[src/core/lbft_pkg.sv]
// Package of the break-field trigger and status block: offsets, bit
// positions, reset values and serial timing for one LIN-capable channel.
// Assumes an 8-bit register port with a 5-bit byte address.
package lbft_pkg;

    localparam logic [4:0] OFS_TRIG  = 5'h04;
    localparam logic [4:0] OFS_STAT0 = 5'h08;
    localparam logic [4:0] OFS_STAT1 = 5'h0C;
    localparam logic [4:0] OFS_CLR   = 5'h10;
    localparam logic [4:0] OFS_TXD   = 5'h14;

    localparam int BIT_BRX  = 6;
    localparam int BIT_BTX  = 5;
    localparam int BIT_RXB  = 1;
    localparam int BIT_TXP  = 0;
    localparam int BIT_DONE = 4;
    localparam int BIT_DCE  = 3;

    localparam logic [7:0] STAT0_RST = 8'h00;
    localparam logic [7:0] RDATA_RST = 8'h00;

    localparam int BIT_CYC     = 16;
    localparam int BRK_TX_BITS = 13;
    localparam int BRK_RX_BITS = 11;
    localparam int DATA_BITS   = 8;
    localparam int STOP_IDX    = DATA_BITS + 1;

endpackage

[src/core/lbft_tx_shift.sv]
// Serial shifter: sends one 8N1 data frame or one break field plus delimiter.
// Assumes starts come only while idle; kill drops a frame at once.
`timescale 1ns/1ps
module lbft_tx_shift
    import lbft_pkg::*;
#(
    parameter int BIT_CYCLES = BIT_CYC,
    parameter int BRK_BITS   = BRK_TX_BITS
) (
    input  wire logic       clk_in,
    input  wire logic       arst_n_in,
    input  wire logic       kill_in,
    input  wire logic       start_brk_in,
    input  wire logic       start_data_in,
    input  wire logic [7:0] data_in,
    output logic            txd_out,
    output logic            busy_out,
    output logic            brk_busy_out,
    output logic            done_brk_out,
    output logic            done_data_out
);
    localparam int SW = BRK_BITS + 1;

    logic [SW-1:0] sh_r;
    logic [15:0]   phase_r;
    logic [7:0]    left_r;
    logic          brk_r;
    logic          last_bit;

    assign last_bit = (left_r == 8'h01) && (phase_r == 16'(BIT_CYCLES - 1));

    always_ff @(posedge clk_in or negedge arst_n_in) begin
        if (!arst_n_in) begin
            sh_r    <= '1;
            phase_r <= 16'h0000;
            left_r  <= 8'h00;
            brk_r   <= 1'b0;
        end else if (kill_in) begin
            sh_r    <= '1;
            left_r  <= 8'h00;
            brk_r   <= 1'b0;
        end else if (start_brk_in) begin
            // Delimiter bit sits above the low break bits
            sh_r    <= {1'b1, {BRK_BITS{1'b0}}};
            phase_r <= 16'h0000;
            left_r  <= 8'(SW);
            brk_r   <= 1'b1;
        end else if (start_data_in) begin
            sh_r    <= SW'({1'b1, data_in, 1'b0});
            phase_r <= 16'h0000;
            left_r  <= 8'(DATA_BITS + 2);
            brk_r   <= 1'b0;
        end else if (left_r != 8'h00) begin
            if (phase_r == 16'(BIT_CYCLES - 1)) begin
                phase_r <= 16'h0000;
                sh_r    <= {1'b1, sh_r[SW-1:1]};
                left_r  <= left_r - 8'h01;
            end else begin
                phase_r <= phase_r + 16'h0001;
            end
        end
    end

    always_ff @(posedge clk_in or negedge arst_n_in) begin
        if (!arst_n_in) begin
            done_brk_out  <= 1'b0;
            done_data_out <= 1'b0;
        end else begin
            done_brk_out  <= !kill_in && last_bit && brk_r;
            done_data_out <= !kill_in && last_bit && !brk_r;
        end
    end

    assign txd_out      = (left_r == 8'h00) ? 1'b1 : sh_r[0];
    assign busy_out     = (left_r != 8'h00);
    assign brk_busy_out = busy_out && brk_r;
endmodule

[src/core/lbft_brk_det.sv]
// Break-field detector: measures how long the receive line stays low.
// The low counter runs whether or not a break is armed, so a reception
// aborted by a trigger keeps the low time it has already measured.
`timescale 1ns/1ps
module lbft_brk_det
    import lbft_pkg::*;
#(
    parameter int BIT_CYCLES = BIT_CYC,
    parameter int BRK_BITS   = BRK_RX_BITS
) (
    input  wire logic clk_in,
    input  wire logic arst_n_in,
    input  wire logic rxd_in,
    input  wire logic armed_in,
    output logic      done_out
);
    localparam logic [23:0] LOW_MAX = 24'(BIT_CYCLES * BRK_BITS);

    logic [23:0] low_r;
    logic        rxd_d_r;

    always_ff @(posedge clk_in or negedge arst_n_in) begin
        if (!arst_n_in) begin
            low_r   <= 24'h000000;
            rxd_d_r <= 1'b1;
        end else begin
            rxd_d_r <= rxd_in;
            if (rxd_in) begin
                low_r <= 24'h000000;
            end else if (low_r != LOW_MAX) begin
                low_r <= low_r + 24'h000001;
            end
        end
    end

    // Done on the rising edge that ends a long enough low
    assign done_out = armed_in && rxd_in && !rxd_d_r && (low_r == LOW_MAX);
endmodule

[src/core/lbft_top.sv]
// Break-field trigger and status logic of one LIN-capable UART channel.
// Assumes synchronous inputs, an 8-bit register port and enables from a
// control register that lives outside this block.
// Behaviour
// - Break receive trigger with receive enabled arms break reception in the next cycle.
// - Break receive trigger aborts ongoing reception; nothing stored, no interrupt.
// - Both trigger bits read zero; writing zero to them does nothing.
// - Mode select 0: finished armed break reception raises receive interrupt.
// - Mode select 1: finished break sets done flag and raises status interrupt.
// - Break transmit trigger accepted when unarmed, enabled, and no blocking error.
// - Trigger during data frame sends break afterwards; repeats give one break.
// - Accepted break trigger drops pending data; later data follows the break.
// - Break and data both pending at start: break goes first.
// - Consistency error set and check mode low: break transmit trigger ignored.
// - Break transmit trigger with receive enabled also arms break reception.
// - Status register takes writes only while power enable is low.
// - Status register clears on reset and when power enable drops.
// - Bit 6 shows break reception armed; cleared when receive enable low.
// - Bit 5 shows break transmission armed, waiting or sending.
// - Bit 1 shows data reception in progress.
// - Bit 0 shows transmit data pending or being shifted.
// - Bits 5, 1 and 0 clear when transmit enable is low.
// - Writing one to clear-break-done clears the done flag; zero ignored.
// - Consistency error flag reads one once an error was detected.
`timescale 1ns/1ps
module lbft_top
    import lbft_pkg::*;
#(
    parameter int BIT_CYCLES = BIT_CYC
) (
    input  wire logic       CLK_IN,
    input  wire logic       ARST_N_IN,
    input  wire logic [4:0] REG_ADDR_IN,
    input  wire logic       REG_WR_IN,
    input  wire logic       REG_RD_IN,
    input  wire logic [7:0] REG_WDATA_IN,
    output logic      [7:0] REG_RDATA_OUT,
    input  wire logic       POWER_EN_IN,
    input  wire logic       RX_EN_IN,
    input  wire logic       TX_EN_IN,
    input  wire logic       BREAK_MODE_IN,
    input  wire logic       CHECK_MODE_IN,
    input  wire logic       CONSIST_ERR_IN,
    input  wire logic       RXD_IN,
    output logic            TXD_OUT,
    output logic      [7:0] RX_DATA_OUT,
    output logic            RX_IRQ_OUT,
    output logic            STATUS_IRQ_OUT
);
    typedef enum logic {RX_IDLE, RX_BUSY} lbft_rx_t;

    lbft_rx_t    rx_st_r;
    logic [15:0] rx_ph_r;
    logic [3:0]  rx_idx_r;
    logic [7:0]  rx_sh_r;
    logic        rxd_d_r;
    logic        pw_d_r;
    logic        brx_armed_r;
    logic        btx_armed_r;
    logic        rx_busy_r;
    logic        tx_pend_r;
    logic        done_r;
    logic        dce_r;
    logic        brk_req_r;
    logic        data_req_r;
    logic [7:0]  data_byte_r;
    logic        tx_pend_nxt;
    logic        wr_trig;
    logic        wr_stat0;
    logic        wr_clr;
    logic        txd_wr;
    logic        brt_hit;
    logic        btt_ok;
    logic        brx_go;
    logic        pw_fall;
    logic        rx_on;
    logic        tx_on;
    logic        start_brk;
    logic        start_data;
    logic        tx_busy;
    logic        tx_brk_busy;
    logic        tx_done_brk;
    logic        tx_done_data;
    logic        brk_done;
    logic        rx_fall;
    logic        rx_mid;
    logic        rx_fin_ok;
    logic        brk_det_done;

    assign rx_on    = POWER_EN_IN && RX_EN_IN;
    assign tx_on    = POWER_EN_IN && TX_EN_IN;
    assign pw_fall  = pw_d_r && !POWER_EN_IN;
    assign wr_trig  = REG_WR_IN && (REG_ADDR_IN == OFS_TRIG);
    assign wr_stat0 = REG_WR_IN && (REG_ADDR_IN == OFS_STAT0) && !POWER_EN_IN;
    assign wr_clr   = REG_WR_IN && (REG_ADDR_IN == OFS_CLR);
    assign txd_wr   = REG_WR_IN && (REG_ADDR_IN == OFS_TXD) && tx_on;

    // Only a written one acts; a zero bit is no event at all
    assign brt_hit = wr_trig && REG_WDATA_IN[BIT_BRX];
    // Armed status blocks repeats, so only one break goes out
    assign btt_ok  = wr_trig && REG_WDATA_IN[BIT_BTX] && tx_on && !btx_armed_r
                     && (CHECK_MODE_IN || !dce_r);
    assign brx_go  = rx_on && (brt_hit || btt_ok);

    // Break wins at a start; starts only wait for the shifter to go idle
    assign start_brk  = tx_on && !tx_busy && brk_req_r;
    assign start_data = tx_on && !tx_busy && !brk_req_r && data_req_r;

    assign brk_done = rx_on && brx_armed_r && brk_det_done;

    lbft_brk_det #(
        .BIT_CYCLES (BIT_CYCLES),
        .BRK_BITS   (BRK_RX_BITS)
    ) u_brk_det (
        .clk_in    (CLK_IN),
        .arst_n_in (ARST_N_IN),
        .rxd_in    (RXD_IN),
        .armed_in  (brx_armed_r),
        .done_out  (brk_det_done)
    );

    lbft_tx_shift #(
        .BIT_CYCLES (BIT_CYCLES),
        .BRK_BITS   (BRK_TX_BITS)
    ) u_tx_shift (
        .clk_in        (CLK_IN),
        .arst_n_in     (ARST_N_IN),
        .kill_in       (!tx_on),
        .start_brk_in  (start_brk),
        .start_data_in (start_data),
        .data_in       (data_byte_r),
        .txd_out       (TXD_OUT),
        .busy_out      (tx_busy),
        .brk_busy_out  (tx_brk_busy),
        .done_brk_out  (tx_done_brk),
        .done_data_out (tx_done_data)
    );

    always_ff @(posedge CLK_IN or negedge ARST_N_IN) begin
        if (!ARST_N_IN) begin
            pw_d_r  <= 1'b0;
            rxd_d_r <= 1'b1;
        end else begin
            pw_d_r  <= POWER_EN_IN;
            rxd_d_r <= RXD_IN;
        end
    end

    // Pending requests
    always_ff @(posedge CLK_IN or negedge ARST_N_IN) begin
        if (!ARST_N_IN) begin
            brk_req_r <= 1'b0;
        end else if (!tx_on) begin
            brk_req_r <= 1'b0;
        end else if (btt_ok) begin
            brk_req_r <= 1'b1;
        end else if (start_brk) begin
            brk_req_r <= 1'b0;
        end
    end

    always_ff @(posedge CLK_IN or negedge ARST_N_IN) begin
        if (!ARST_N_IN) begin
            data_req_r  <= 1'b0;
            data_byte_r <= 8'h00;
        end else if (!tx_on) begin
            data_req_r  <= 1'b0;
        end else if (txd_wr) begin
            // A byte written with or after the trigger queues behind the break
            data_req_r  <= 1'b1;
            data_byte_r <= REG_WDATA_IN;
        end else if (btt_ok || start_data) begin
            data_req_r  <= 1'b0;
        end
    end

    // Status register 0; the power-off write path loads raw bits
    always_ff @(posedge CLK_IN or negedge ARST_N_IN) begin
        if (!ARST_N_IN) begin
            brx_armed_r <= STAT0_RST[BIT_BRX];
        end else if (pw_fall) begin
            brx_armed_r <= STAT0_RST[BIT_BRX];
        end else if (!POWER_EN_IN) begin
            if (wr_stat0) begin
                brx_armed_r <= REG_WDATA_IN[BIT_BRX];
            end
        end else if (!RX_EN_IN) begin
            brx_armed_r <= 1'b0;
        end else if (brx_go) begin
            brx_armed_r <= 1'b1;
        end else if (brk_done) begin
            brx_armed_r <= 1'b0;
        end
    end

    always_ff @(posedge CLK_IN or negedge ARST_N_IN) begin
        if (!ARST_N_IN) begin
            btx_armed_r <= STAT0_RST[BIT_BTX];
        end else if (pw_fall) begin
            btx_armed_r <= STAT0_RST[BIT_BTX];
        end else if (!POWER_EN_IN) begin
            if (wr_stat0) begin
                btx_armed_r <= REG_WDATA_IN[BIT_BTX];
            end
        end else if (!TX_EN_IN) begin
            btx_armed_r <= 1'b0;
        end else if (btt_ok) begin
            btx_armed_r <= 1'b1;
        end else if (tx_done_brk) begin
            btx_armed_r <= 1'b0;
        end
    end

    assign tx_pend_nxt = txd_wr || (data_req_r && !btt_ok) || start_data
                         || (tx_busy && !tx_brk_busy && !tx_done_data);

    always_ff @(posedge CLK_IN or negedge ARST_N_IN) begin
        if (!ARST_N_IN) begin
            tx_pend_r <= STAT0_RST[BIT_TXP];
            rx_busy_r <= STAT0_RST[BIT_RXB];
        end else if (pw_fall) begin
            tx_pend_r <= STAT0_RST[BIT_TXP];
            rx_busy_r <= STAT0_RST[BIT_RXB];
        end else if (!POWER_EN_IN) begin
            if (wr_stat0) begin
                tx_pend_r <= REG_WDATA_IN[BIT_TXP];
                rx_busy_r <= REG_WDATA_IN[BIT_RXB];
            end
        end else if (!TX_EN_IN) begin
            tx_pend_r <= 1'b0;
            rx_busy_r <= 1'b0;
        end else begin
            tx_pend_r <= tx_pend_nxt;
            rx_busy_r <= (rx_st_r == RX_BUSY) && !brx_go && !rx_fin_ok && rx_on;
        end
    end

    // Data receiver: 8N1, sampled mid-bit
    assign rx_fall   = rxd_d_r && !RXD_IN;
    assign rx_mid    = (rx_ph_r == 16'(BIT_CYCLES / 2));
    assign rx_fin_ok = (rx_st_r == RX_BUSY) && rx_mid && (rx_idx_r == 4'(STOP_IDX))
                       && RXD_IN && !brx_go;

    always_ff @(posedge CLK_IN or negedge ARST_N_IN) begin
        if (!ARST_N_IN) begin
            rx_st_r  <= RX_IDLE;
            rx_ph_r  <= 16'h0000;
            rx_idx_r <= 4'h0;
            rx_sh_r  <= 8'h00;
        end else begin
            case (rx_st_r)
                RX_IDLE: begin
                    // An armed break owns the line, so no data frame starts
                    if (rx_on && rx_fall && !brx_armed_r && !brx_go) begin
                        rx_st_r  <= RX_BUSY;
                        rx_ph_r  <= 16'h0000;
                        rx_idx_r <= 4'h0;
                    end
                end
                RX_BUSY: begin
                    if (!rx_on || brx_go) begin
                        rx_st_r <= RX_IDLE;
                    end else if (rx_mid && rx_idx_r == 4'(STOP_IDX)) begin
                        rx_st_r <= RX_IDLE;
                    end else if (rx_ph_r == 16'(BIT_CYCLES - 1)) begin
                        rx_ph_r  <= 16'h0000;
                        rx_idx_r <= rx_idx_r + 4'h1;
                    end else begin
                        rx_ph_r <= rx_ph_r + 16'h0001;
                        if (rx_mid && rx_idx_r != 4'h0) begin
                            rx_sh_r <= {RXD_IN, rx_sh_r[7:1]};
                        end
                    end
                end
                default: begin
                    rx_st_r <= RX_IDLE;
                end
            endcase
        end
    end

    always_ff @(posedge CLK_IN or negedge ARST_N_IN) begin
        if (!ARST_N_IN) begin
            RX_DATA_OUT <= 8'h00;
        end else if (rx_fin_ok) begin
            RX_DATA_OUT <= rx_sh_r;
        end
    end

    // Interrupt pulses
    always_ff @(posedge CLK_IN or negedge ARST_N_IN) begin
        if (!ARST_N_IN) begin
            RX_IRQ_OUT     <= 1'b0;
            STATUS_IRQ_OUT <= 1'b0;
        end else begin
            RX_IRQ_OUT     <= rx_fin_ok || (brk_done && !BREAK_MODE_IN);
            STATUS_IRQ_OUT <= brk_done && BREAK_MODE_IN;
        end
    end

    // Status register 1 flags; a set in the same cycle beats any clear
    always_ff @(posedge CLK_IN or negedge ARST_N_IN) begin
        if (!ARST_N_IN) begin
            done_r <= 1'b0;
        end else if (brk_done && BREAK_MODE_IN) begin
            done_r <= 1'b1;
        end else if (!rx_on || !BREAK_MODE_IN || (wr_clr && REG_WDATA_IN[BIT_DONE])) begin
            done_r <= 1'b0;
        end
    end

    always_ff @(posedge CLK_IN or negedge ARST_N_IN) begin
        if (!ARST_N_IN) begin
            dce_r <= 1'b0;
        end else if (CONSIST_ERR_IN && tx_on) begin
            dce_r <= 1'b1;
        end else if (!tx_on || (wr_clr && REG_WDATA_IN[BIT_DCE])) begin
            dce_r <= 1'b0;
        end
    end

    // Read port; trigger, clear and data offsets read as zero
    always_ff @(posedge CLK_IN or negedge ARST_N_IN) begin
        if (!ARST_N_IN) begin
            REG_RDATA_OUT <= RDATA_RST;
        end else if (REG_RD_IN) begin
            case (REG_ADDR_IN)
                OFS_STAT0: REG_RDATA_OUT <= {1'b0, brx_armed_r, btx_armed_r, 3'b000,
                                             rx_busy_r, tx_pend_r};
                OFS_STAT1: REG_RDATA_OUT <= {3'b000, done_r, dce_r, 3'b000};
                default:   REG_RDATA_OUT <= 8'h00;
            endcase
        end
    end
endmodule

[config.mk]
export PLATFORM = sky130hd
export DESIGN_NAME = lbft_top
export DESIGN_NICKNAME = d
export VERILOG_FILES = /design/src/core/lbft_pkg.sv /design/src/core/lbft_tx_shift.sv /design/src/core/lbft_brk_det.sv /design/src/core/lbft_top.sv
export SDC_FILE = /design/constraint.sdc
export NUM_CORES = 1
export LEC_CHECK = 0
export BUFFER_PORTS_ARGS = -buffer_cell sky130_fd_sc_hd__buf_2
export CAP_MARGIN = 15
export CORE_MARGIN = 1.5
export CORE_UTILIZATION = 61
export DETAILED_ROUTE_END_ITERATION = 10
export PLACE_DENSITY_LB_ADDON = 0.15
export REMOVE_ABC_BUFFERS = 1
export SYNTH_ARGS = -nofsm -noshare
export SYNTH_HDL_FRONTEND = slang
export SYNTH_SLANG_ARGS = --single-unit
[constraint.sdc]
create_clock -name CLK_IN -period 2.85 [get_ports CLK_IN]
set_input_delay 0.4275 -clock CLK_IN [delete_from_list [all_inputs] [get_ports CLK_IN]]
set_output_delay 0.4275 -clock CLK_IN [all_outputs]
set_load 0.05 [all_outputs]
# Word-level counts from Yosys, hierarchy flattened
# Cells that the tools add are included.
[totals] inputBits=24 ff_bits=130 output_inout_bits=19 word_cells=217
[op_classes] n_addsub=5 bitwise_logic=4 eq_ne=23 muxes=65 n_reduce_logical=94
[op_table] operator="$mux W16" count=8
[op_table] operator="$mux W14" count=5
[op_table] operator="$logic_and A1 B1 Y1" count=50
[op_table] operator="$eq A16 B4 Y1 const B" count=3
[op_table] operator="$mux W24" count=2
[op_table] operator="$mux W8" count=5
[op_table] operator="$mux W1" count=37
[op_table] operator="$add A16 B1 Y16 const B" count=2
[op_table] operator="$pmux W16 S2" count=1
[op_table] operator="$add A24 B1 Y24 const B" count=1
[op_table] operator="$eq A24 B8 Y1 const B" count=1
[op_table] operator="$ne A24 B8 Y1 const B" count=1
[op_table] operator="$logic_not A1 Y1" count=17
[op_table] operator="$mux W4" count=4
[op_table] operator="$pmux W7 S2" count=1
[op_table] operator="$logic_or A1 B1 Y1" count=11
[op_table] operator="$eq A5 B4 Y1 const B" count=2
[op_table] operator="$eq A5 B5 Y1 const B" count=2
[op_table] operator="$ne A5 B2 Y1 const B" count=2
[op_table] operator="$reduce_and A2 Y1" count=5
[op_table] operator="$eq A8 B1 Y1 const B" count=1
[op_table] operator="$logic_not A8 Y1" count=1
[op_table] operator="$ne A4 B1 Y1 const B" count=2
[op_table] operator="$pmux W4 S2" count=1
[op_table] operator="17 further kinds" count=26

# Longest topological paths before layout
# Gate-level depths: netlist (run 1).
[logic_depth] depth_word=16 mapped_depth=9 ltp_nobuf=8

# Modules after synthesis
# A second synthesis (run 1) with hierarchy kept.
[unflattened] hier_cells=669 area_unflattened_um2=6816.5
[modules_own_cells] mod="lbft_top" cells_each=281 instances=1 seq_area_each_um2=1577.8 area_per_inst_um2=3076.7
[modules_own_cells] mod="lbft_tx_shift" cells_each=245 instances=1 seq_area_each_um2=1043.5 area_per_inst_um2=2377.3
[modules_own_cells] mod="lbft_brk_det" cells_each=143 instances=1 seq_area_each_um2=626.9 area_per_inst_um2=1362.6

# Least setup slack after synthesis (run 1)
# OpenSTA, ideal clock, no wires.
[synth_timing] path_kind="register to register" from="register u_tx_shift.left_r[0]" to="register u_tx_shift.left_r[1]" n_path_buf=0 period_less_slack_ns=2.476 arrival_ns=2.352 setup_slack_ns=0.374 t_required_ns=2.725 setup_time_ns=0.125 stages_incl_launch_ff=8 path_cell_list="dfrtp_1 > inv_1 > ha_1 > or4b_2 > nor2_2 > nor3_1 > nor2_1 > mux2_2"
[synth_between] elab_chain_cells=8 word_cells_on_any_way=15 cone_classes="1 x add/sub; 2 x eq/ne; 5 x mux; 7 x reduce/logical"
[synth_lines] item="from (decl)" line="lbft_tx_shift.sv:26" rtl="logic [7:0] left_r;"
[synth_lines] item="from (signal assigned)" line="lbft_tx_shift.sv:46" rtl="left_r <= 8'(SW);"
[synth_lines] item="from (signal assigned)" line="lbft_tx_shift.sv:51" rtl="left_r <= 8'(DATA_BITS + 2);"
[synth_lines] item="from (signal assigned)" line="lbft_tx_shift.sv:57" rtl="left_r <= left_r - 8'h01;"
[synth_lines] item="branches (longest 8 deep; another with $sub A8 B1 Y8)"
# Parallel ways; which one is timed is not known. The select of a mux whose other input is x is not followed.
# A chain may end at the register's enable or synchronous reset.

# Worst setup path after layout (run 1)
[layout_timing] from="register u_tx_shift.left_r[0]" to="output port TXD_OUT"
[layout_between] elab_chain_cells=2
[layout_lines] item="$logic_not A8 Y1" line="lbft_tx_shift.sv:74" rtl="assign txd_out = (left_r == 8'h00) ? 1'b1 : sh_r[0];"
[layout_lines] item="$mux W1" line="lbft_tx_shift.sv:74"
[layout_lines] item="to (decl)" line="lbft_top.sv:45" rtl="output logic TXD_OUT,"
# No other way between the ends.

==> report_table.html, run 1 <==
<table>
<tr><th>Metric</th><th>Value</th></tr>
<tr><th colspan="2">Placement</th></tr>
<tr><td>IO buf count</td><td>40</td></tr>
<tr><td>Placed cell count</td><td>837</td></tr>
<tr><td>Placer's final routability congestion estimate</td><td>slightly below 0.9</td></tr>
<tr><td>Final HPWL from detailed placement</td><td>10.8 mm</td></tr>
<tr><th colspan="2">Routing</th></tr>
<tr><td>Routed wirelength normalized by instance count</td><td>between 15 and 20 um</td></tr>
<tr><td>Topmost layer with routed signal wires</td><td>met4</td></tr>
<tr><td>Routed wire length on met3</td><td>between 800 and 900 um</td></tr>
<tr><td>Number of vias per cell</td><td>6.32</td></tr>
<tr><td>Total Wirelength</td><td>around 16 mm</td></tr>
<tr><td>Met2 wire len</td><td>8.01 mm</td></tr>
<tr><td>DRC violations left</td><td>0</td></tr>
<tr><td>Number of design-rule violations left by the first detailed-router iteration</td><td>468</td></tr>
<tr><td>Number of nets with antenna violations after detailed routing</td><td>0</td></tr>
<tr><td>Number of vias in the routed layout</td><td>5508</td></tr>
<tr><td>Router iterations before antenna repair</td><td>5</td></tr>
<tr><td>Met1 wire length</td><td>6.52 mm</td></tr>
<tr><th colspan="2">Worst setup path</th></tr>
<tr><td>Critical R2R Capture</td><td>u_tx_shift.phase_r[11]$_DFFE_PN0P_</td></tr>
<tr><td>Logic depth of the worst register-to-register path</td><td>9</td></tr>
<tr><td>Setup slack on the worst flop-to-flop path</td><td>0.33 ns</td></tr>
<tr><td>Critical Path Source Type</td><td>flop</td></tr>
<tr><td>Slowest Stage Delay on Critical Path</td><td>0.43 ns</td></tr>
<tr><td>Endpoint required time on the critical path</td><td>2.42 ns</td></tr>
<tr><td>Worst path most repeated cell</td><td>sky130_fd_sc_hd__nand2_1</td></tr>
<tr><td>Critical Setup Path Class</td><td>flop to output pin</td></tr>
<tr><td>Maximum fanout along the worst path</td><td>6</td></tr>
<tr><td>Cell at the slowest stage of the critical path</td><td>sky130_fd_sc_hd__dfrtp_1</td></tr>
<tr><td>Crit path arrival time</td><td>2.28 ns</td></tr>
<tr><td>Crit path capture type</td><td>output pin</td></tr>
<tr><td>Buffers plus inverters on the worst setup path</td><td>3</td></tr>
<tr><td>Dominant delay contributor by cell family on the critical path</td><td>buffers and inverters</td></tr>
<tr><td>Critical-path cell list</td><td>inv_1 -&gt; ha_1 -&gt; nor4b_1 -&gt; buf_4 -&gt; nand2_1 -&gt; nand2_1 -&gt; buf_2</td></tr>
<tr><td>Reg-to-reg startpoint</td><td>u_tx_shift.left_r[0]$_DFFE_PN0P_</td></tr>
<tr><th colspan="2">Yosys</th></tr>
<tr><td>Asr flop ratio synth</td><td>between 90% and 100%</td></tr>
<tr><td>Yosys warning total</td><td>0</td></tr>
<tr><td>Number of synthesized register bits</td><td>128</td></tr>
<tr><td>Per-instance average area after synthesis</td><td>10.0 um2</td></tr>
<tr><td>Cell area after synthesis</td><td>6600 um2</td></tr>
<tr><td>Most frequent cells after synthesis</td><td>sky130_fd_sc_hd__dfrtp_1, sky130_fd_sc_hd__nor2_1, sky130_fd_sc_hd__nand2_1</td></tr>
<tr><td>Synthesized netlist cell count</td><td>660</td></tr>
<tr><td>Most frequent cell after synthesis</td><td>sky130_fd_sc_hd__dfrtp_1</td></tr>
<tr><td>Cell taking the most area after synthesis</td><td>sky130_fd_sc_hd__dfrtp_1</td></tr>
<tr><td>Most instantiated flip-flop cell in the synthesis netlist</td><td>sky130_fd_sc_hd__dfrtp_1</td></tr>
<tr><td>Yosys cell types</td><td>72</td></tr>
<tr><td>Area contributors post-synth</td><td>sky130_fd_sc_hd__dfrtp_1, sky130_fd_sc_hd__dfstp_2, sky130_fd_sc_hd__mux2_2</td></tr>
<tr><td>Seq/Total Area, Yosys</td><td>approximately 50%</td></tr>
<tr><td>EDFF count, synth</td><td>0</td></tr>
<tr><td>Share of Yosys cell area claimed by the top area cell type</td><td>42.9%</td></tr>
<tr><th colspan="2">Floorplan</th></tr>
<tr><td>Number of top-level pins</td><td>43</td></tr>
<tr><td>Die Area</td><td>between 10000 and 15000 um2</td></tr>
<tr><td>Initial core utilization</td><td>63.3%</td></tr>
<tr><td>Count of standard-cell rows</td><td>37</td></tr>
<tr><td>Area of the core region</td><td>10400 um2</td></tr>
<tr><td>Y dimension of the die</td><td>107 um</td></tr>
<tr><td>Die span in x</td><td>107 um</td></tr>
<tr><th colspan="2">Finish</th></tr>
<tr><td>Area taken by flip-flops and latches</td><td>between 3000 and 4000 um2</td></tr>
<tr><td>Area growth from synthesis to layout</td><td>16.8%</td></tr>
<tr><td>Share of layout cells above drive strength 1</td><td>20.7%</td></tr>
<tr><td>Number of antenna cells inserted</td><td>0</td></tr>
<tr><td>Number of inserted filler cells in the final layout</td><td>727</td></tr>
<tr><td>Final net count</td><td>757</td></tr>
<tr><td>Area of the multi-input gates</td><td>3180 um2</td></tr>
<tr><td>Fin cells</td><td>871</td></tr>
<tr><th colspan="2">STA</th></tr>
<tr><td>Worst slew margin relative to its limit</td><td>54.7%</td></tr>
<tr><td>Peak Freq</td><td>between 300 and 400 MHz</td></tr>
<tr><td>Final Hold Viols</td><td>0</td></tr>
<tr><td>Final min period</td><td>between 2 and 3 ns</td></tr>
<tr><td>RSZ-0062 raised after global routing</td><td>false</td></tr>
<tr><td>Share of the cycle needed by the critical path after routing</td><td>between 90% and 100%</td></tr>
<tr><td>Setup Skew</td><td>approximately 0.0098 ns</td></tr>
<tr><td>Final setup violation count</td><td>0</td></tr>
<tr><td>Sum of negative setup slack</td><td>0 ns</td></tr>
<tr><td>Max Slew Vio Count</td><td>0</td></tr>
<tr><td>Least-Margin Pin Slew</td><td>0.678 ns</td></tr>
<tr><th colspan="2">Outcome</th></tr>
<tr><td>Result of the run</td><td>complete, no violations</td></tr>
<tr><th colspan="2">Global routing</th></tr>
<tr><td>Vias in the first global route</td><td>5405</td></tr>
<tr><td>Overall global routing resource usage</td><td>between 20 and 30%</td></tr>
<tr><td>Initial antenna violation count</td><td>0</td></tr>
<tr><td>Largest net degree at the start of global routing</td><td>61</td></tr>
<tr><td>First-pass GRT wire length</td><td>26.6 mm</td></tr>
<tr><td>Congestion Overflow GR</td><td>0</td></tr>
<tr><th colspan="2">Clock network</th></tr>
<tr><td>Max clock buf depth</td><td>2</td></tr>
<tr><td>TritonCTS clock tree</td><td>yes</td></tr>
<tr><td>Buffers inserted during post-CTS setup optimization</td><td>0</td></tr>
<tr><td>Insertion delay to the later sink of the worst-skew pair</td><td>0.53 ns</td></tr>
<tr><td>Number of sinks handled by clock tree synthesis</td><td>128</td></tr>
<tr><td>H-tree depth reported by CTS</td><td>4</td></tr>
<tr><td>Clock buffer count from CTS</td><td>17</td></tr>
<tr><td>Clock root buffer</td><td>sky130_fd_sc_hd__clkbuf_8</td></tr>
<tr><td>Clock slew at reported path FFs</td><td>0.06 ns</td></tr>
<tr><th colspan="2">Hold path</th></tr>
<tr><td>Startpoint of the worst hold path</td><td>CONSIST_ERR_IN</td></tr>
<tr><td>Worst min-delay path class</td><td>primary input to flop</td></tr>
<tr><td>Worst hold endpoint</td><td>dce_r$_DFFE_PN0P_</td></tr>
<tr><td>Cell count of the worst hold path</td><td>2</td></tr>
<tr><th colspan="2">Pwr</th></tr>
<tr><td>Power, Total</td><td>5440 uW</td></tr>
<tr><td>Max VDD drop</td><td>roughly 560 uV</td></tr>
<tr><td>Pwr per Cell Area</td><td>about 700 nW/um2</td></tr>
<tr><td>Static Leak</td><td>0.00355 uW</td></tr>
<tr><th colspan="2">Job</th></tr>
<tr><td>Count of maximum capacitance violations</td><td>0</td></tr>
</table>
area by class of cell:
cell class | count | area share [%]
repair buffers | 65 | 5.26
clock inverters | 9 | 2.32
clock buffers | 23 | 6.05
flip-flops and latches | 128 | 41.8
well taps | 136 | 2.21
multi-input cells | 488 | 41.3
inverters | 22 | 1.07
cell usage in the layout (no fill, tap or decap), types with 5 or more instances in the layout:
cell type and n:
sky130_fd_sc_hd__dfrtp_1 113, sky130_fd_sc_hd__nor2_1 55, sky130_fd_sc_hd__nand2_1 53, sky130_fd_sc_hd__a21oi_1 41
sky130_fd_sc_hd__buf_2 39, sky130_fd_sc_hd__nand3_1 27, sky130_fd_sc_hd__mux2_2 27, sky130_fd_sc_hd__a31oi_1 24
sky130_fd_sc_hd__nor3_1 23, sky130_fd_sc_hd__buf_4 23, sky130_fd_sc_hd__inv_1 22, sky130_fd_sc_hd__nand4_1 19
sky130_fd_sc_hd__and3_1 18, sky130_fd_sc_hd__o21ai_0 18, sky130_fd_sc_hd__clkbuf_16 16, sky130_fd_sc_hd__dfstp_2 15
sky130_fd_sc_hd__xnor2_1 14, sky130_fd_sc_hd__xor2_1 13, sky130_fd_sc_hd__nor4_1 12, sky130_fd_sc_hd__ha_1 11
sky130_fd_sc_hd__nand2b_1 9, sky130_fd_sc_hd__mux2i_1 9, sky130_fd_sc_hd__o31ai_1 9, sky130_fd_sc_hd__a32oi_1 8
sky130_fd_sc_hd__and4_1 7, sky130_fd_sc_hd__a22o_1 7, sky130_fd_sc_hd__and2_1 6, sky130_fd_sc_hd__or3_1 6
sky130_fd_sc_hd__bufinv_16 5
state kept, by name, indices dropped and copies added (netlist names), 4 cells and up:
| register | count |
|---|---|
| REG_RDATA_OUT | 6 |
| RX_DATA_OUT | 8 |
| data_byte_r | 8 |
| rx_idx_r | 4 |
| rx_ph_r | 16 |
| rx_sh_r | 8 |
| u_brk_det.low_r | 24 |
| u_tx_shift.left_r | 8 |
| u_tx_shift.phase_r | 16 |
| u_tx_shift.sh_r | 14 |
timing repair:
item / 4_1_cts / 5_1_grt
resized for setup: 0 / 0
hold endpoints to repair: 40 / 0
hold buffers: 1 / 0
how the worst max path moves through the flow:
| stage | from | end | slack, ns | cells after the start |
|---|---|---|---|---|
| 4_1_cts | u_tx_shift.left_r[0]$_DFFE_PN0P_ | TXD_OUT | 0.13 | 7 |
| 3_3_place_gp | u_tx_shift.left_r[0]$_DFFE_PN0P_ | u_tx_shift.phase_r[11]$_DFFE_PN0P_ | 0.45 | 9 |
| 2_1_floorplan | u_tx_shift.left_r[0]$_DFFE_PN0P_ | u_tx_shift.left_r[1]$_DFFE_PN0P_ | 0.36 | 7 |
| 6_report | u_tx_shift.left_r[0]$_DFFE_PN0P_ | TXD_OUT | 0.15 | 7 |
| 3_5_place_dp | u_tx_shift.phase_r[0]$_DFFE_PN0P_ | u_tx_shift.left_r[0]$_DFFE_PN0P_ | 0.33 | 7 |
| 5_1_grt | u_tx_shift.left_r[0]$_DFFE_PN0P_ | TXD_OUT | 0.01 | 7 |
through the flow:
step	hold WS [ns]	utilization (%)	instance area (um2)	setup slack [ns]
2_1_floorplan	0.132	-	6490	0.358
3_3_place_gp	0.435	67.6	7050	0.453
3_5_place_dp	0.443	67.6	7050	0.331
4_1_cts	0.0955	73.9	7700	0.129
5_1_grt	0.108	74.0	7710	0.00983
6_report	0.115	74.0	7710	0.146
metal layers:
layer  track usage (%)  vias up
met2              50.4      194
li1                  -     2562
met4              13.0        0
met5                 0        -
met3              7.17       32
met1              36.7     2720
worst reg2reg max path, stage by stage, from the launching register on:
cell                      delay [ns]
sky130_fd_sc_hd__dfrtp_1        0.43
sky130_fd_sc_hd__inv_1          0.14
sky130_fd_sc_hd__ha_1           0.21
sky130_fd_sc_hd__or4b_2         0.62
sky130_fd_sc_hd__nor2_2         0.13
sky130_fd_sc_hd__buf_4          0.16
sky130_fd_sc_hd__or3_1          0.26
sky130_fd_sc_hd__buf_4          0.25
sky130_fd_sc_hd__nor3_1         0.07
sky130_fd_sc_hd__a21o_1         0.15
power by group:
group,leakage [uW],switching [uW],internal (uW)
combinational,0.00153,605,407
sequential,0.00171,123,1930
clock,0.000308,793,1580
total,0.00355,1520,3920
cell families after synthesis:
family                     synth area share (%)
AOI/OAI and AO/OA                          14.5
xor gates and xnor gates                   3.58
adders and majority gates                  2.09
buffers and inverters                      2.98
DFF                                        48.8
muxes                                      5.97
other                                    0.0568
and+or+nand+nor                            22.0
Power figures use the tool's default switching activity.
==> inputs of run 2 (changes only) <==
CORE_UTILIZATION = 65   (was 61)
clock period = 3.5 ns   (was 2.85 ns; I/O delays follow)
==> report_table.html, run 2 (same netlist as run 1, synthesis figures left out) <==
<table>
<tr><th>Metric</th><th>Value</th></tr>
<tr><th colspan="2">Finish</th></tr>
<tr><td>Leading cell types in the layout, fill and taps excluded</td><td>sky130_fd_sc_hd__dfrtp_1, sky130_fd_sc_hd__nor2_1, sky130_fd_sc_hd__nand2_1</td></tr>
<tr><td>Area growth from synthesis to layout</td><td>14.9%</td></tr>
<tr><td>Number of flip-flops under the largest register name</td><td>24</td></tr>
<tr><td>Fin cells</td><td>854</td></tr>
<tr><td>Register with the most flip-flops</td><td>u_brk_det.low_r</td></tr>
<tr><td>Layout Utilization</td><td>around 77%</td></tr>
<tr><td>Most frequent standard cell in the layout excluding fill and tap cells</td><td>sky130_fd_sc_hd__dfrtp_1</td></tr>
<tr><td>Number of antenna cells inserted</td><td>0</td></tr>
<tr><td>Share of layout cells above drive strength 1</td><td>19.7%</td></tr>
<tr><td>Largest registers</td><td>u_brk_det.low_r: 24 flops, rx_ph_r: 16 flops, u_tx_shift.phase_r: 16 flops</td></tr>
<tr><td>Number of inserted filler cells in the final layout</td><td>673</td></tr>
<tr><td>Final net count</td><td>approximately 740</td></tr>
<tr><th colspan="2">Clock network</th></tr>
<tr><td>Clock slew at reported path FFs</td><td>0.06 ns</td></tr>
<tr><td>Number of sinks handled by clock tree synthesis</td><td>128</td></tr>
<tr><td>H-tree depth reported by CTS</td><td>4</td></tr>
<tr><td>TritonCTS clock tree</td><td>yes</td></tr>
<tr><td>Clock root buffer</td><td>sky130_fd_sc_hd__clkbuf_8</td></tr>
<tr><td>Number of resized instances in the post-cts repair step</td><td>0</td></tr>
<tr><td>Buffers inserted during post-CTS setup optimization</td><td>0</td></tr>
<tr><td>Max clock buf depth</td><td>2</td></tr>
<tr><td>Clock buffer count from CTS</td><td>17</td></tr>
<tr><td>Insertion delay to the later sink of the worst-skew pair</td><td>~0.54 ns</td></tr>
<tr><td>Hold-fix buffers, CTS</td><td>0</td></tr>
<tr><th colspan="2">Global routing</th></tr>
<tr><td>First-pass GRT wire length</td><td>approximately 26 mm</td></tr>
<tr><td>Congestion Overflow GR</td><td>0</td></tr>
<tr><td>Vias in the first global route</td><td>5441</td></tr>
<tr><td>Overall global routing resource usage</td><td>30.5%</td></tr>
<tr><td>Initial antenna violation count</td><td>1</td></tr>
<tr><td>Largest net degree at the start of global routing</td><td>60</td></tr>
<tr><th colspan="2">Worst setup path</th></tr>
<tr><td>Endpoint required time on the critical path</td><td>2.97 ns</td></tr>
<tr><td>Crit path arrival time</td><td>around 2.6 ns</td></tr>
<tr><td>Critical Path Source Type</td><td>flop</td></tr>
<tr><td>Critical R2R Capture</td><td>u_tx_shift.left_r[4]$_DFFE_PN0P_</td></tr>
<tr><td>Logic depth of the worst register-to-register path</td><td>7</td></tr>
<tr><td>Critical Setup Path Class</td><td>flop to output pin</td></tr>
<tr><td>Crit path capture type</td><td>output pin</td></tr>
<tr><td>Setup slack on the worst flop-to-flop path</td><td>roughly 0.55 ns</td></tr>
<tr><td>Maximum fanout along the worst path</td><td>6</td></tr>
<tr><td>Reg-to-reg startpoint</td><td>u_tx_shift.left_r[0]$_DFFE_PN0P_</td></tr>
<tr><th colspan="2">STA</th></tr>
<tr><td>Peak Freq</td><td>around 320 MHz</td></tr>
<tr><td>Final setup violation count</td><td>0</td></tr>
<tr><td>Max Slew Vio Count</td><td>0</td></tr>
<tr><td>Final Hold Viols</td><td>0</td></tr>
<tr><td>Sum of negative setup slack</td><td>0 ns</td></tr>
<tr><td>Slack of the critical path</td><td>~0.38 ns</td></tr>
<tr><td>Least-Margin Pin Slew</td><td>0.780 ns</td></tr>
<tr><td>Share of the cycle needed by the critical path after routing</td><td>89.2%</td></tr>
<tr><td>Final min period</td><td>3.12 ns</td></tr>
<tr><td>RSZ-0062 raised after global routing</td><td>false</td></tr>
<tr><td>Worst slew margin relative to its limit</td><td>47.8%</td></tr>
<tr><td>Setup Skew</td><td>approximately 0.0077 ns</td></tr>
<tr><th colspan="2">Pwr</th></tr>
<tr><td>Static Leak</td><td>between 0.003 and 0.004 uW</td></tr>
<tr><td>Max VDD drop</td><td>563 uV</td></tr>
<tr><td>Pwr per Cell Area</td><td>576 nW/um2</td></tr>
<tr><th colspan="2">Floorplan</th></tr>
<tr><td>Die span in x</td><td>around 100 um</td></tr>
<tr><td>Number of top-level pins</td><td>43</td></tr>
<tr><td>Die Area</td><td>between 10000 and 15000 um2</td></tr>
<tr><td>Y dimension of the die</td><td>104 um</td></tr>
<tr><td>Initial core utilization</td><td>between 60% and 70%</td></tr>
<tr><td>Area of the core region</td><td>9820 um2</td></tr>
<tr><td>Count of standard-cell rows</td><td>36</td></tr>
<tr><th colspan="2">Outcome</th></tr>
<tr><td>Result of the run</td><td>complete, no violations</td></tr>
<tr><th colspan="2">Routing</th></tr>
<tr><td>Routed wirelength normalized by instance count</td><td>18.2 um</td></tr>
<tr><td>Total Wirelength</td><td>15.5 mm</td></tr>
<tr><td>DRC violations left</td><td>0</td></tr>
<tr><td>Number of vias in the routed layout</td><td>5530</td></tr>
<tr><td>Number of nets with antenna violations after detailed routing</td><td>0</td></tr>
<tr><td>Number of vias per cell</td><td>~6.5</td></tr>
<tr><td>Number of design-rule violations left by the first detailed-router iteration</td><td>353</td></tr>
<tr><td>Router iterations before antenna repair</td><td>6</td></tr>
<tr><th colspan="2">Job</th></tr>
<tr><td>Count of maximum capacitance violations</td><td>0</td></tr>
<tr><th colspan="2">Placement</th></tr>
<tr><td>Setup slack at placement</td><td>just under 0.7 ns</td></tr>
<tr><td>Placer's final routability congestion estimate</td><td>0.948</td></tr>
<tr><td>Final HPWL from detailed placement</td><td>between 10 and 15 mm</td></tr>
<tr><td>Placed cell count</td><td>around 800</td></tr>
<tr><td>IO buf count</td><td>40</td></tr>
<tr><th colspan="2">Hold path</th></tr>
<tr><td>Worst min-delay path class</td><td>primary input to asynchronous set/reset pin</td></tr>
</table>
## run 2: worst max path at each step
stage	from	endpoint	slack (ns)	cells after the start
2_1_floorplan	u_tx_shift.left_r[0]$_DFFE_PN0P_	u_tx_shift.left_r[1]$_DFFE_PN0P_	1.01	7
3_3_place_gp	u_tx_shift.left_r[0]$_DFFE_PN0P_	u_tx_shift.left_r[1]$_DFFE_PN0P_	0.85	7
3_5_place_dp	u_tx_shift.left_r[0]$_DFFE_PN0P_	u_tx_shift.left_r[1]$_DFFE_PN0P_	0.67	7
4_1_cts	u_tx_shift.left_r[0]$_DFFE_PN0P_	TXD_OUT	0.42	6
5_1_grt	u_tx_shift.left_r[0]$_DFFE_PN0P_	TXD_OUT	0.17	6
6_report	u_tx_shift.left_r[0]$_DFFE_PN0P_	TXD_OUT	0.38	6
## run 2: routing by layer
layer | share of wire, % | routed length, um | vias up | global-route usage, %
met5 | 0 | 0 | - | 0
met4 | 2.9 | 455 | 0 | 13.4
met3 | 5.6 | 869 | 43 | 7.61
met1 | 43 | 6610 | 2719 | 38.9
li1 | - | - | 2549 | -
met2 | 49 | 7600 | 219 | 49.8
## run 2: report_power, final
| part | total, uW | internal, uW | switching (uW) |
|---|---|---|---|
| registers | 1670 | 1570 | 102 |
| logic | 776 | 278 | 499 |
| clock network | 1910 | 1240 | 668 |
| total | 4360 | 3090 | 1270 |
## run 2: cell type report
type                            count  area, um2  area share, %
Tap cell                          133        166           2.20
Timing Repair Buffer               51        285           3.76
Inverter                           22       82.6           1.09
Clock inverter                     14        214           2.82
Clock buffer                       18        428           5.64
Sequential cell                   128       3220           42.5
Multi-Input combinational cell    488       3180           42.0
## run 2: worst max-delay path, stage by stage (launching register included)
cell                      delay (ns)
sky130_fd_sc_hd__dfrtp_1        0.42
sky130_fd_sc_hd__inv_1          0.14
sky130_fd_sc_hd__ha_1           0.23
sky130_fd_sc_hd__nor4b_1        0.57
sky130_fd_sc_hd__nand2_1        0.28
sky130_fd_sc_hd__nand2_1        0.14
sky130_fd_sc_hd__buf_2          0.27
## run 2: metrics by stage
stage	hold slack (ns)	total power (uW)	cell area (um2)
finish	0.0416	4360	7580
global route	0.108	4530	7580
CTS	0.0642	4350	7570
detailed placement	0.458	2440	6920
global placement	0.437	2390	6920
floorplan	0.229	2180	6490
